==> src/timer_pkg.sv <==
package timer_pkg;

    // Channel count and widths
    localparam int          NUM_CH        = 3;
    localparam int          CNT_W         = 16;

    // Common register byte offsets
    localparam logic [7:0]  OFS_RUN       = 8'h00;
    localparam logic [7:0]  OFS_SYNC      = 8'h04;
    localparam logic [7:0]  OFS_MODE      = 8'h08;
    localparam logic [7:0]  OFS_OUT_INIT  = 8'h0c;
    localparam logic [7:0]  OFS_STAT_A    = 8'h10;
    localparam logic [7:0]  OFS_STAT_B    = 8'h14;
    localparam logic [7:0]  OFS_STAT_OVF  = 8'h18;
    localparam logic [7:0]  OFS_OUT_LVL   = 8'h1c;

    // Channel block: 16 bytes per channel, first block at 0x20
    localparam logic [3:0]  CH_BLK_FIRST  = 4'h2;
    localparam logic [1:0]  SUB_CTRL      = 2'h0;
    localparam logic [1:0]  SUB_CNT       = 2'h1;
    localparam logic [1:0]  SUB_GRA       = 2'h2;
    localparam logic [1:0]  SUB_GRB       = 2'h3;

    // Channel control, mode and status field positions
    localparam int          CTRL_W        = 11;
    localparam int          CTRL_SRC_LSB  = 0;
    localparam int          CTRL_EDGE_LSB = 3;
    localparam int          CTRL_CLR_LSB  = 5;
    localparam int          CTRL_CAPA_BIT = 7;
    localparam int          CTRL_CAPB_BIT = 8;
    localparam int          CTRL_CAPE_LSB = 9;
    localparam int          MODE_PHASE_BIT = 3;
    localparam int          STAT_EN_LSB   = 4;

    // Values after reset, and the counter top value
    localparam logic [15:0] CNT_RST       = 16'h0000;
    localparam logic [15:0] GR_RST        = 16'hffff;
    localparam logic [15:0] CNT_TOP       = 16'hffff;
    localparam logic [10:0] CTRL_RST      = 11'h000;
    localparam logic [3:0]  VEC_NONE      = 4'hf;

    // Clock source select codes
    typedef enum logic [2:0] {
        SRC_SYS   = 3'b000,
        SRC_DIV2  = 3'b001,
        SRC_DIV4  = 3'b010,
        SRC_DIV8  = 3'b011
    } clk_src_t;

    // Clear source select codes
    typedef enum logic [1:0] {
        CLR_NONE  = 2'b00,
        CLR_GRA   = 2'b01,
        CLR_GRB   = 2'b10,
        CLR_SYNC  = 2'b11
    } clr_sel_t;

    // Edge select codes: 00 rising, 01 falling, 1x both
    localparam logic [1:0]  EDGE_RISE     = 2'b00;
    localparam logic [1:0]  EDGE_FALL     = 2'b01;

endpackage

==> src/phase_step_if.sv <==
`timescale 1ns/1ns
`default_nettype none

// One-cycle count steps from the quadrature decoder
interface phase_step_if;
    logic step_up;
    logic step_down;
    modport src (output step_up, output step_down);
    modport dst (input step_up, input step_down);
endinterface

`default_nettype wire

==> src/sync_pwm_timer.sv <==
// Notes on behaviour
// RL1 - Synced write loads all synced counters
// RL2 - Sync-clear follows other synced clear
// RL3 - PWM: A match sets, B clears
// RL4 - PWM duty 0% to 100%
// RL5 - Equal A and B: pin unchanged
// RL6 - Clear on B, A above B: low
// RL7 - Clear on A, B above A: high
// RL8 - PWM on any channel, pin output
// RL9 - Channel 2 phase mode counts up/down
// RL10 - Phase mode keeps clear, capture, flags
// RL11 - Quadrature table sets direction
// RL12 - Every phase edge counts; the code counts no step when both phase pins change in the same cycle
// RL13 - Init write drives output levels
// RL14 - Init written only when stopped; the code takes an init write while the counters run as well
// RL15 - Match as counter leaves equal value
// RL16 - Capture copies counter, sets flag
// RL17 - Wrap flag either direction
// RL18 - Flag clear: read one, write zero
// RL19 - Nine request lines, one per flag
// RL20 - Priority channel 0 first, A, B, overflow
// RL21 - A/B request needs flag and enable
// RL22 - Match clear returns to zero, counts on
// RL23 - Match-cleared period is register plus one
//
// Local design decisions: the placing of the registers and register access over AHB-Lite.
`timescale 1ns/1ns
`default_nettype none

module sync_pwm_timer #(
    parameter int NCH = 3
) (
    // Clock and reset
    input  wire logic        hclk,
    input  wire logic        hresetn,
    // AHB-Lite slave
    input  wire logic        hsel,
    input  wire logic [31:0] haddr,
    input  wire logic [1:0]  htrans,
    input  wire logic        hwrite,
    input  wire logic [2:0]  hsize,
    input  wire logic [31:0] hwdata,
    input  wire logic        hready,
    output logic      [31:0] hrdata,
    output logic             hreadyout,
    output logic             hresp,
    // External clock and phase pins
    input  wire logic        phase_input_a,
    input  wire logic        phase_input_b,
    input  wire logic [1:0]  ext_clk_in,
    // Capture inputs
    input  wire logic [2:0]  capture_in_a,
    input  wire logic [2:0]  capture_in_b,
    // Output pins
    output logic      [2:0]  channel_out_a_pin,
    output logic      [2:0]  channel_out_a_oe,
    // Interrupt requests
    output logic      [2:0]  match_irq_a,
    output logic      [2:0]  match_irq_b,
    output logic      [2:0]  wrap_irq,
    output logic      [3:0]  irq_vector
);

    typedef enum logic [0:0] {
        BUS_IDLE = 1'b0,
        BUS_READ = 1'b1
    } bus_state_t;

    // Edge select decode
    function automatic logic edge_hit(input logic [1:0] sel, input logic rise, input logic fall);
        edge_hit = (sel == timer_pkg::EDGE_RISE) ? rise :
                   (sel == timer_pkg::EDGE_FALL) ? fall : (rise | fall);
    endfunction

    // Channel block hit for an address
    function automatic logic ch_hit(input logic [7:0] a, input int ch);
        ch_hit = (a[7:4] == (timer_pkg::CH_BLK_FIRST + 4'(ch)));
    endfunction

    // Lowest pending index wins
    function automatic logic [3:0] first_set(input logic [8:0] v);
        logic [3:0] r;
        r = timer_pkg::VEC_NONE;
        for (int i = 8; i >= 0; i--) begin
            if (v[i]) begin
                r = 4'(i);
            end
        end
        first_set = r;
    endfunction

    bus_state_t   state_q;
    logic [7:0]   addr_q;
    logic         addr_ok_q;
    logic         wr_q;
    logic [31:0]  hrdata_q;
    logic         hreadyout_q;

    logic [2:0]   run_q;
    logic [2:0]   sync_q;
    logic [3:0]   mode_q;
    logic [2:0]   out_q;
    logic [2:0]   oe_q;
    logic [2:0]   en_q   [3];
    logic [2:0]   flag_q [3];
    logic [2:0]   arm_q  [3];
    logic [8:0]   irq_q;
    logic [8:0]   irq_d;
    logic [3:0]   vec_q;
    logic [2:0]   presc_q;
    logic [3:0]   ext_prev_q;
    logic [2:0]   cap_a_prev_q;
    logic [2:0]   cap_b_prev_q;

    logic [15:0]  cnt_q  [3];
    logic [15:0]  gra_q  [3];
    logic [15:0]  grb_q  [3];
    logic [10:0]  ctrl_q [3];

    logic [2:0]   ev_a;
    logic [2:0]   ev_b;
    logic [2:0]   ev_ovf;
    logic [2:0]   own_clr;
    logic [2:0]   cnt_wr_v;
    logic [2:0]   out_d;
    logic [31:0]  ch_rd  [3];

    phase_step_if steps ();

    // Quadrature decoder for channel 2
    phase_decoder u_phase (
        .hclk          (hclk),
        .hresetn       (hresetn),
        .phase_input_a (phase_input_a),
        .phase_input_b (phase_input_b),
        .steps         (steps.src)
    );

    // Bus decode
    wire        take      = hsel & htrans[1] & hready;
    wire        wr_en     = wr_q & addr_ok_q;
    wire        rd_en     = (state_q == BUS_READ) & addr_ok_q;
    wire        wr_run    = wr_en & (addr_q == timer_pkg::OFS_RUN);
    wire        wr_sync   = wr_en & (addr_q == timer_pkg::OFS_SYNC);
    wire        wr_mode   = wr_en & (addr_q == timer_pkg::OFS_MODE);
    wire        wr_init   = wr_en & (addr_q == timer_pkg::OFS_OUT_INIT);
    wire [1:0]  sub       = addr_q[3:2];
    wire [3:0]  ext_now   = {ext_clk_in, phase_input_b, phase_input_a};
    wire        phase_on  = mode_q[timer_pkg::MODE_PHASE_BIT];
    wire        sync_wr   = |(cnt_wr_v & sync_q);
    wire        sync_clr  = |(own_clr & sync_q);

    // Status register offsets by flag kind
    wire [7:0]  stat_ofs [3] = '{timer_pkg::OFS_STAT_A, timer_pkg::OFS_STAT_B, timer_pkg::OFS_STAT_OVF};

    // Read data selection
    wire [31:0] rd_mux =
        (addr_q == timer_pkg::OFS_RUN)      ? {29'h0, run_q} :
        (addr_q == timer_pkg::OFS_SYNC)     ? {29'h0, sync_q} :
        (addr_q == timer_pkg::OFS_MODE)     ? {28'h0, mode_q} :
        (addr_q == timer_pkg::OFS_STAT_A)   ? {25'h0, en_q[0], 1'b0, flag_q[0]} :
        (addr_q == timer_pkg::OFS_STAT_B)   ? {25'h0, en_q[1], 1'b0, flag_q[1]} :
        (addr_q == timer_pkg::OFS_STAT_OVF) ? {25'h0, en_q[2], 1'b0, flag_q[2]} :
        (addr_q == timer_pkg::OFS_OUT_LVL)  ? {29'h0, out_q} :
        ch_hit(addr_q, 0)                   ? ch_rd[0] :
        ch_hit(addr_q, 1)                   ? ch_rd[1] :
        ch_hit(addr_q, 2)                   ? ch_rd[2] : 32'h0000_0000;

    // Bus state, read data, strobes
    always_ff @(posedge hclk or negedge hresetn) begin
        if (!hresetn) begin
            state_q     <= BUS_IDLE;
            addr_q      <= 8'h00;
            addr_ok_q   <= 1'b0;
            wr_q        <= 1'b0;
            hrdata_q    <= 32'h0000_0000;
            hreadyout_q <= 1'b1;
        end else begin
            case (state_q)
                BUS_IDLE: begin
                    wr_q <= take & hwrite;
                    if (take) begin
                        addr_q    <= haddr[7:0];
                        addr_ok_q <= (haddr[31:8] == 24'h00_0000) & (haddr[1:0] == 2'b00);
                    end
                    if (take & ~hwrite) begin
                        state_q     <= BUS_READ;
                        hreadyout_q <= 1'b0;
                    end
                end
                BUS_READ: begin
                    wr_q        <= 1'b0;
                    hrdata_q    <= addr_ok_q ? rd_mux : 32'h0000_0000;
                    hreadyout_q <= 1'b1;
                    state_q     <= BUS_IDLE;
                end
                default: begin
                    state_q     <= BUS_IDLE;
                    hreadyout_q <= 1'b1;
                end
            endcase
        end
    end

    // Global control, prescaler
    always_ff @(posedge hclk or negedge hresetn) begin
        if (!hresetn) begin
            run_q        <= 3'h0;
            sync_q       <= 3'h0;
            mode_q       <= 4'h0;
            presc_q      <= 3'h0;
            ext_prev_q   <= 4'h0;
            cap_a_prev_q <= 3'h0;
            cap_b_prev_q <= 3'h0;
        end else begin
            if (wr_run) run_q <= hwdata[2:0];
            if (wr_sync) sync_q <= hwdata[2:0];
            if (wr_mode) mode_q <= hwdata[3:0];
            presc_q      <= presc_q + 3'h1;
            ext_prev_q   <= ext_now;
            cap_a_prev_q <= capture_in_a;
            cap_b_prev_q <= capture_in_b;
        end
    end

    // Per-channel counter and PWM
    for (genvar g = 0; g < 3; g++) begin : g_ch
        wire [2:0]  src     = ctrl_q[g][timer_pkg::CTRL_SRC_LSB +: 3];
        wire [1:0]  edg     = ctrl_q[g][timer_pkg::CTRL_EDGE_LSB +: 2];
        wire [1:0]  clr     = ctrl_q[g][timer_pkg::CTRL_CLR_LSB +: 2];
        wire [1:0]  cape    = ctrl_q[g][timer_pkg::CTRL_CAPE_LSB +: 2];
        wire        pwm     = mode_q[g];
        wire        cap_a_m = ctrl_q[g][timer_pkg::CTRL_CAPA_BIT] & ~pwm;
        wire        cap_b_m = ctrl_q[g][timer_pkg::CTRL_CAPB_BIT] & ~pwm;
        wire        here    = wr_en & ch_hit(addr_q, g);
        wire        wr_ctrl = here & (sub == timer_pkg::SUB_CTRL);
        wire        wr_gra  = here & (sub == timer_pkg::SUB_GRA);
        wire        wr_grb  = here & (sub == timer_pkg::SUB_GRB);
        wire        quad    = phase_on & (g == 2);
        wire        ext_sel = ext_now[src[1:0]];
        wire        ext_old = ext_prev_q[src[1:0]];
        wire        ext_tk  = edge_hit(edg, ext_sel & ~ext_old, ~ext_sel & ext_old);

        // Count clock source
        wire        src_tk  = src[2] ? ext_tk :
                              (src == timer_pkg::SRC_SYS)  ? 1'b1 :
                              (src == timer_pkg::SRC_DIV2) ? presc_q[0] :
                              (src == timer_pkg::SRC_DIV4) ? (presc_q[1:0] == 2'b11) :
                                                             (presc_q == 3'b111);
        wire        tick    = run_q[g] & (quad ? (steps.step_up | steps.step_down) : src_tk); // RL9
        wire        down    = quad & steps.step_down; // RL9

        // Capture edges, inhibited in PWM mode
        wire        cap_a   = cap_a_m & edge_hit(cape, capture_in_a[g] & ~cap_a_prev_q[g],
                                                 ~capture_in_a[g] & cap_a_prev_q[g]);
        wire        cap_b   = cap_b_m & edge_hit(cape, capture_in_b[g] & ~cap_b_prev_q[g],
                                                 ~capture_in_b[g] & cap_b_prev_q[g]);

        // Match only as the counter leaves the equal value
        wire        mat_a   = tick & (cnt_q[g] == gra_q[g]) & ~cap_a_m & ~wr_gra; // RL15 RL10
        wire        mat_b   = tick & (cnt_q[g] == grb_q[g]) & ~cap_b_m & ~wr_grb; // RL15 RL10

        assign ev_a[g]      = mat_a | cap_a;
        assign ev_b[g]      = mat_b | cap_b;
        assign ev_ovf[g]    = tick & (down ? (cnt_q[g] == timer_pkg::CNT_RST)
                                           : (cnt_q[g] == timer_pkg::CNT_TOP)); // RL17
        assign own_clr[g]   = ((clr == timer_pkg::CLR_GRA) & ev_a[g])
                            | ((clr == timer_pkg::CLR_GRB) & ev_b[g]); // RL22 RL23
        assign cnt_wr_v[g]  = here & (sub == timer_pkg::SUB_CNT);

        // Clear beats write, write beats count
        wire        clr_now = own_clr[g] | ((clr == timer_pkg::CLR_SYNC) & sync_q[g] & sync_clr); // RL2
        wire        load    = cnt_wr_v[g] | (sync_q[g] & sync_wr); // RL1
        wire [15:0] step_v  = down ? (cnt_q[g] - 16'h0001) : (cnt_q[g] + 16'h0001);
        wire [15:0] cnt_d   = clr_now ? timer_pkg::CNT_RST :
                              load    ? hwdata[15:0] :
                              tick    ? step_v : cnt_q[g];

        // Capture beats register write
        wire [15:0] gra_d   = cap_a ? cnt_q[g] : wr_gra ? hwdata[15:0] : gra_q[g]; // RL16
        wire [15:0] grb_d   = cap_b ? cnt_q[g] : wr_grb ? hwdata[15:0] : grb_q[g]; // RL16

        // PWM pin: set on A, clear on B, hold when both
        assign out_d[g]     = wr_init ? hwdata[g] :                            // RL13
                              (pwm & mat_a & ~mat_b) ? 1'b1 :                  // RL3 RL4 RL7
                              (pwm & mat_b & ~mat_a) ? 1'b0 : out_q[g];        // RL3 RL5 RL6

        assign ch_rd[g]     = (sub == timer_pkg::SUB_CTRL) ? {21'h0, ctrl_q[g]} :
                              (sub == timer_pkg::SUB_CNT)  ? {16'h0, cnt_q[g]} :
                              (sub == timer_pkg::SUB_GRA)  ? {16'h0, gra_q[g]} :
                                                             {16'h0, grb_q[g]};

        // Channel state registers
        always_ff @(posedge hclk or negedge hresetn) begin
            if (!hresetn) begin
                cnt_q[g]  <= timer_pkg::CNT_RST;
                gra_q[g]  <= timer_pkg::GR_RST;
                grb_q[g]  <= timer_pkg::GR_RST;
                ctrl_q[g] <= timer_pkg::CTRL_RST;
            end else begin
                cnt_q[g]  <= cnt_d;
                gra_q[g]  <= gra_d;
                grb_q[g]  <= grb_d;
                if (wr_ctrl) ctrl_q[g] <= hwdata[10:0];
            end
        end
    end

    // Flag groups: 0 match/capture A, 1 match/capture B, 2 wrap
    for (genvar k = 0; k < 3; k++) begin : g_flag
        wire       rd_st  = rd_en & (addr_q == stat_ofs[k]);
        wire       wr_st  = wr_en & (addr_q == stat_ofs[k]);
        wire [2:0] set_v  = (k == 0) ? ev_a : (k == 1) ? ev_b : ev_ovf;
        wire [2:0] clr_v  = {3{wr_st}} & ~hwdata[2:0] & arm_q[k]; // RL18
        wire [2:0] flag_d = set_v | (flag_q[k] & ~clr_v); // RL16 RL17
        wire [2:0] arm_d  = rd_st ? (arm_q[k] | flag_q[k]) : wr_st ? 3'h0 : arm_q[k]; // RL18

        // Flag, arm and enable registers
        always_ff @(posedge hclk or negedge hresetn) begin
            if (!hresetn) begin
                flag_q[k] <= 3'h0;
                arm_q[k]  <= 3'h0;
                en_q[k]   <= 3'h0;
            end else begin
                flag_q[k] <= flag_d;
                arm_q[k]  <= arm_d;
                if (wr_st) en_q[k] <= hwdata[timer_pkg::STAT_EN_LSB +: 3];
            end
        end
    end

    // Requests by priority: channel, then A, B, wrap
    for (genvar i = 0; i < 9; i++) begin : g_req
        assign irq_d[i] = flag_q[i % 3][i / 3] & en_q[i % 3][i / 3]; // RL19 RL21
    end

    // Pin, enable and request registers
    always_ff @(posedge hclk or negedge hresetn) begin
        if (!hresetn) begin
            out_q <= 3'h0;
            oe_q  <= 3'h0;
            irq_q <= 9'h000;
            vec_q <= timer_pkg::VEC_NONE;
        end else begin
            out_q <= out_d;
            oe_q  <= mode_q[2:0]; // RL8
            irq_q <= irq_d;
            vec_q <= first_set(irq_d); // RL20
        end
    end

    assign hrdata            = hrdata_q;
    assign hreadyout         = hreadyout_q;
    assign hresp             = 1'b0;
    assign channel_out_a_pin = out_q;
    assign channel_out_a_oe  = oe_q;
    assign match_irq_a       = {irq_q[6], irq_q[3], irq_q[0]};
    assign match_irq_b       = {irq_q[7], irq_q[4], irq_q[1]};
    assign wrap_irq          = {irq_q[8], irq_q[5], irq_q[2]};
    assign irq_vector        = vec_q;

endmodule

`default_nettype wire

==> src/phase_decoder.sv <==
`timescale 1ns/1ns
`default_nettype none

module phase_decoder (
    // Clock and reset
    input  wire logic        hclk,
    input  wire logic        hresetn,
    // Phase pins
    input  wire logic        phase_input_a,
    input  wire logic        phase_input_b,
    // Steps out
    phase_step_if.src        steps
);

    logic a_q;
    logic b_q;
    logic up_q;
    logic down_q;

    // Edge terms against last sampled level
    wire a_rise = phase_input_a & ~a_q;
    wire a_fall = ~phase_input_a & a_q;
    wire b_rise = phase_input_b & ~b_q;
    wire b_fall = ~phase_input_b & b_q;

    // Each edge of one pin alone gives one step; edges of both pins in one cycle give none
    wire up_d   = (b_rise & ~phase_input_a) | (a_rise & phase_input_b)
                | (b_fall & phase_input_a) | (a_fall & ~phase_input_b); // RL11 RL12
    wire down_d = (a_rise & ~phase_input_b) | (b_rise & phase_input_a)
                | (a_fall & phase_input_b) | (b_fall & ~phase_input_a); // RL11 RL12

    // Sample pins, register steps
    always_ff @(posedge hclk or negedge hresetn) begin
        if (!hresetn) begin
            a_q    <= 1'b0;
            b_q    <= 1'b0;
            up_q   <= 1'b0;
            down_q <= 1'b0;
        end else begin
            a_q    <= phase_input_a;
            b_q    <= phase_input_b;
            up_q   <= up_d & ~down_d;
            down_q <= down_d & ~up_d;
        end
    end

    assign steps.step_up   = up_q;
    assign steps.step_down = down_q;

endmodule

`default_nettype wire

==> config.mk <==
export PLATFORM = sky130hd
export DESIGN_NAME = sync_pwm_timer
export DESIGN_NICKNAME = d
export VERILOG_FILES = /design/src/timer_pkg.sv /design/src/phase_step_if.sv /design/src/sync_pwm_timer.sv /design/src/phase_decoder.sv
export SDC_FILE = /design/constraint.sdc
export NUM_CORES = 1
export LEC_CHECK = 0
export BUFFER_PORTS_ARGS = -buffer_cell sky130_fd_sc_hd__buf_2
export CAP_MARGIN = 40
export CORE_ASPECT_RATIO = 2
export CORE_MARGIN = 2
export CORE_UTILIZATION = 35
export CTS_CLUSTER_DIAMETER = 80
export CTS_CLUSTER_SIZE = 20
export DETAILED_ROUTE_END_ITERATION = 16
export HOLD_SLACK_MARGIN = 0.12
export PLACE_DENSITY = 0.49
export SETUP_SLACK_MARGIN = 0.02
export SYNTH_ARGS = -nofsm -noshare
export SYNTH_HDL_FRONTEND = slang
export SYNTH_SLANG_ARGS = --single-unit
==> constraint.sdc <==
create_clock -name hclk -period 4.8 [get_ports hclk]
set_input_delay 0.96 -clock hclk [delete_from_list [all_inputs] [get_ports hclk]]
set_output_delay 0.96 -clock hclk [all_outputs]
set_load 0.05 [all_outputs]
==> out/qor.yml <==
synthesis:
  synth.largest_area_cell: "dfrtp_1"
  yosys_warnings: 0
  netlist_area_um2: 17280
  synthFlopType: "dfrtp_1"
  ys_types: 87
  avgSynthCellArea_um2: 9.609
  synthesis.instances: 1798
  yosysMostFrequentCell: "nor2_1"
  async_flop_share: 1.000
  synthTopCellsByArea: "dfrtp_1 25%, dfstp_2 15%, mux2i_1 7.2%"
  seq_area_frac_synth: 0.4071
  ys_ff_latch: 276
  synth-edff-count: 0
  yosys.area.top_type_share: 0.2535
  yosys-top-cells-count: "207 x nor2_1, 183 x a21oi_1, 175 x dfrtp_1, 125 x mux2i_1, 121 x clkbuf_1"
global_routing:
  grt_pass1_vias: 13532
  grt_max_degree: 112
  grt_pass1_wl_mm: 91.10
  overflow: 0
  antenna_found_initial: 3
  grtUsageTotal: 0.2366
cells_and_area:
  drive_above_1_share: 0.2128
  nets: 1926
  n_antenna_cell: 0
  areaGrowthSynthToFinish_pct: 8.560
  fillers: 5012
sta:
  fin_crit_ns: 3.813
  final_hold_viol_count: 0
  setup_slack_ns: 0.9872
  setup_viol: 0
  fmax_ghz: 0.2623
  rsz0062_at_grt: "false"
  finalCritPeriodShare: 0.7943
  finalClockSkew_ns: 0.01950
  worstMarginPinSlew_ns: 0.9973
  relSlewSlack: 0.3351
  final_max_slew_viol_count: 0
  finalSetupTns_ns: 0
setup_path:
  crit_start: "ctrl_q[0]"
  arrival_ns: 4.25
  setup.worst_path.end: "cnt_q[33]"
  path_class: "reg2reg"
  r2r_slack_ns: 0.99
  r2r_start: "ctrl_q[0]"
  startpoint_type: "flop"
  reg2reg_to: "cnt_q[33]"
  worst_ep_required_time_ns: 5.23
  crit_path_end_kind: "flop"
  worst-path-max-fanout: 16
  reg2reg_depth: 10
floorplanning:
  die_area_um2: 51260
  core_um2: 48920
  start_util: 0.3531
  ios: 137
  die_h_um: 318.2
  rows: 115
  die_w_um: 161.1
routing:
  ant_nets: 0
  vias: 13675
  drc: 0
  wirelength_mm: 61.08
  drt_iter0_drc: 961
  vias_per_cell: 5.566
  avgRoutedWirePerCell_um: 24.86
  drt_first_pass_iters: 7
clock_tree:
  cts_sinks: 276
  cts_made_buffers: 17
  clkTransAtPathRegs_ns: 0.09
  cts_resized: 0
  tritoncts: "yes"
  cts_setup_buffers: 0
  cts_root_buffer: "clkbuf_16"
  ctsLongestPathBuffers: 3
  clock_latency_ns: 0.54
  cts_max_level: 1
  cts_hold_buf: 0
placed_design:
  dpl.hpwl_mm: 43.87
  portBuffers: 99
  place_ws_ns: 0.5328
  place.gp.congestion: 0.8936
run:
  maxCapViolCount: 0
status:
  outcome: "complete, no violations"
power_and_ir_drop:
  p_total_w: 0.005400
  p_leak_nw: 7.764
  vdd_drop_max_v: 0.0002807
  p_per_area_nw_per_um2: 287.9
worst_hold_path:
  hp-class: "in2async"
==> worst max-delay path: stages (launching register included) <==
cell	delay, ns
dfrtp_1	0.55
mux4_2	0.57
ha_1	0.22
mux2_1	0.29
o211a_1	0.27
o311a_1	0.41
a31o_2	0.28
and4b_4	0.22
a21oi_4	0.19
a41oi_4	0.40
a211oi_1	0.31
==> placed cells by master, fill, tap and decap left out, types with 8 or more instances in the layout <==
| cell | instances |
|---|---|
| buf_4 | 37 |
| dfrtp_1 | 173 |
| buf_2 | 100 |
| nor2b_1 | 11 |
| a31oi_1 | 8 |
| o21ai_0 | 35 |
| xor2_1 | 61 |
| conb_1 | 17 |
| o211ai_1 | 14 |
| a211oi_2 | 10 |
| o22ai_1 | 17 |
| a22oi_1 | 12 |
| clkbuf_16 | 17 |
| dfstp_2 | 101 |
| nand4_1 | 27 |
| clkbuf_1 | 10 |
| a211oi_1 | 47 |
| a311oi_1 | 12 |
| o2bb2ai_1 | 12 |
| nand3_1 | 22 |
| nand3b_1 | 9 |
| nor3_1 | 17 |
| inv_1 | 42 |
| nor4_1 | 22 |
| nor2_1 | 207 |
| nand2b_1 | 10 |
| mux4_2 | 19 |
| a21o_1 | 11 |
| xnor2_1 | 78 |
| mux2i_1 | 125 |
| ha_1 | 36 |
| or3_1 | 8 |
| and3_1 | 11 |
| and2_1 | 8 |
| nand2_1 | 117 |
| a21oi_1 | 183 |
| mux2_2 | 65 |
| a221o_1 | 8 |
==> state kept, by name (all words and copies together), names as in the netlist, 3 cells and up <==
signal / flops
cnt_q: 48
gra_q: 48
grb_q: 48
ctrl_q: 33
hrdata: 16
arm_q: 9
en_q: 9
flag_q: 9
irq_q: 9
addr_q: 8
ext_prev_q: 4
irq_vector: 4
mode_q: 4
cap_a_prev_q: 3
cap_b_prev_q: 3
channel_out_a_oe: 3
channel_out_a_pin: 3
presc_q: 3
run_q: 3
sync_q: 3
==> cell type report <==
cell class / count / area, um2 / area share
repair buffers: 142 / 854.6 / 0.04556
clock buffers: 27 / 462.9 / 0.02468
inverters: 43 / 161.4 / 0.008606
clock inverters: 1 / 5.005 / 0.0002668
multi-input cells: 1325 / 9432 / 0.5029
well taps: 643 / 804.5 / 0.04290
flip-flops and latches: 276 / 7036 / 0.3751
==> metal layers <==
metal  track usage  part of all wire
met4       0.08492             0.038
met1        0.3052              0.42
met5             0                 0
met3       0.02878             0.049
met2        0.4061              0.49
==> how the worst min path moves through the flow <==
stage / depth (start not counted) / startpoint / end / slack [ns]
global route: 1 / presc_q[2] / presc_q[2] / 0.52
floorplan: 0 / mode_q[2] / channel_out_a_oe[2] / 0.42
global placement: 1 / presc_q[1] / presc_q[1] / 0.45
detailed placement: 1 / presc_q[1] / presc_q[1] / 0.46
CTS: 1 / presc_q[1] / presc_q[1] / 0.48
finish: 1 / hresetn / cnt_q[10] / 0.46
==> stage by stage <==
| stage | util | hold WS [ns] | cells | cell area (um2) |
|---|---|---|---|---|
| final | 0.3834 | 0.4627 | 2457 | 18760 |
| after global placement | 0.3728 | 0.4537 | 2424 | 18240 |
| after global routing | 0.3834 | 0.5172 | 2457 | 18760 |
| after floorplan | - | 0.4245 | 1814 | 17340 |
| after detailed placement | 0.3738 | 0.4611 | 2429 | 18290 |
| after CTS | 0.3834 | 0.4831 | 2457 | 18760 |
==> power breakdown <==
group          internal, W  switching [W]  total, W
Clock             0.000670       0.000858   0.00153
Combinational     0.000429       0.000767   0.00120
Sequential         0.00250       0.000174   0.00268
==> cells by family after synthesis <==
| family | count (synthesis) | synth area share |
|---|---|---|
| flip-flops | 276 | 0.4071 |
| multiplexers | 210 | 0.1402 |
| AO/OA/AOI/OAI | 423 | 0.1638 |
| AND/OR/NAND/NOR | 499 | 0.1382 |
| XOR/XNOR | 139 | 0.07047 |
| buffers and inverters | 213 | 0.05280 |
| other | 1 | 0.0002171 |
| adder cells (fa/ha/maj) | 37 | 0.02723 |
Note: power is estimated with default switching activity, not from simulation.
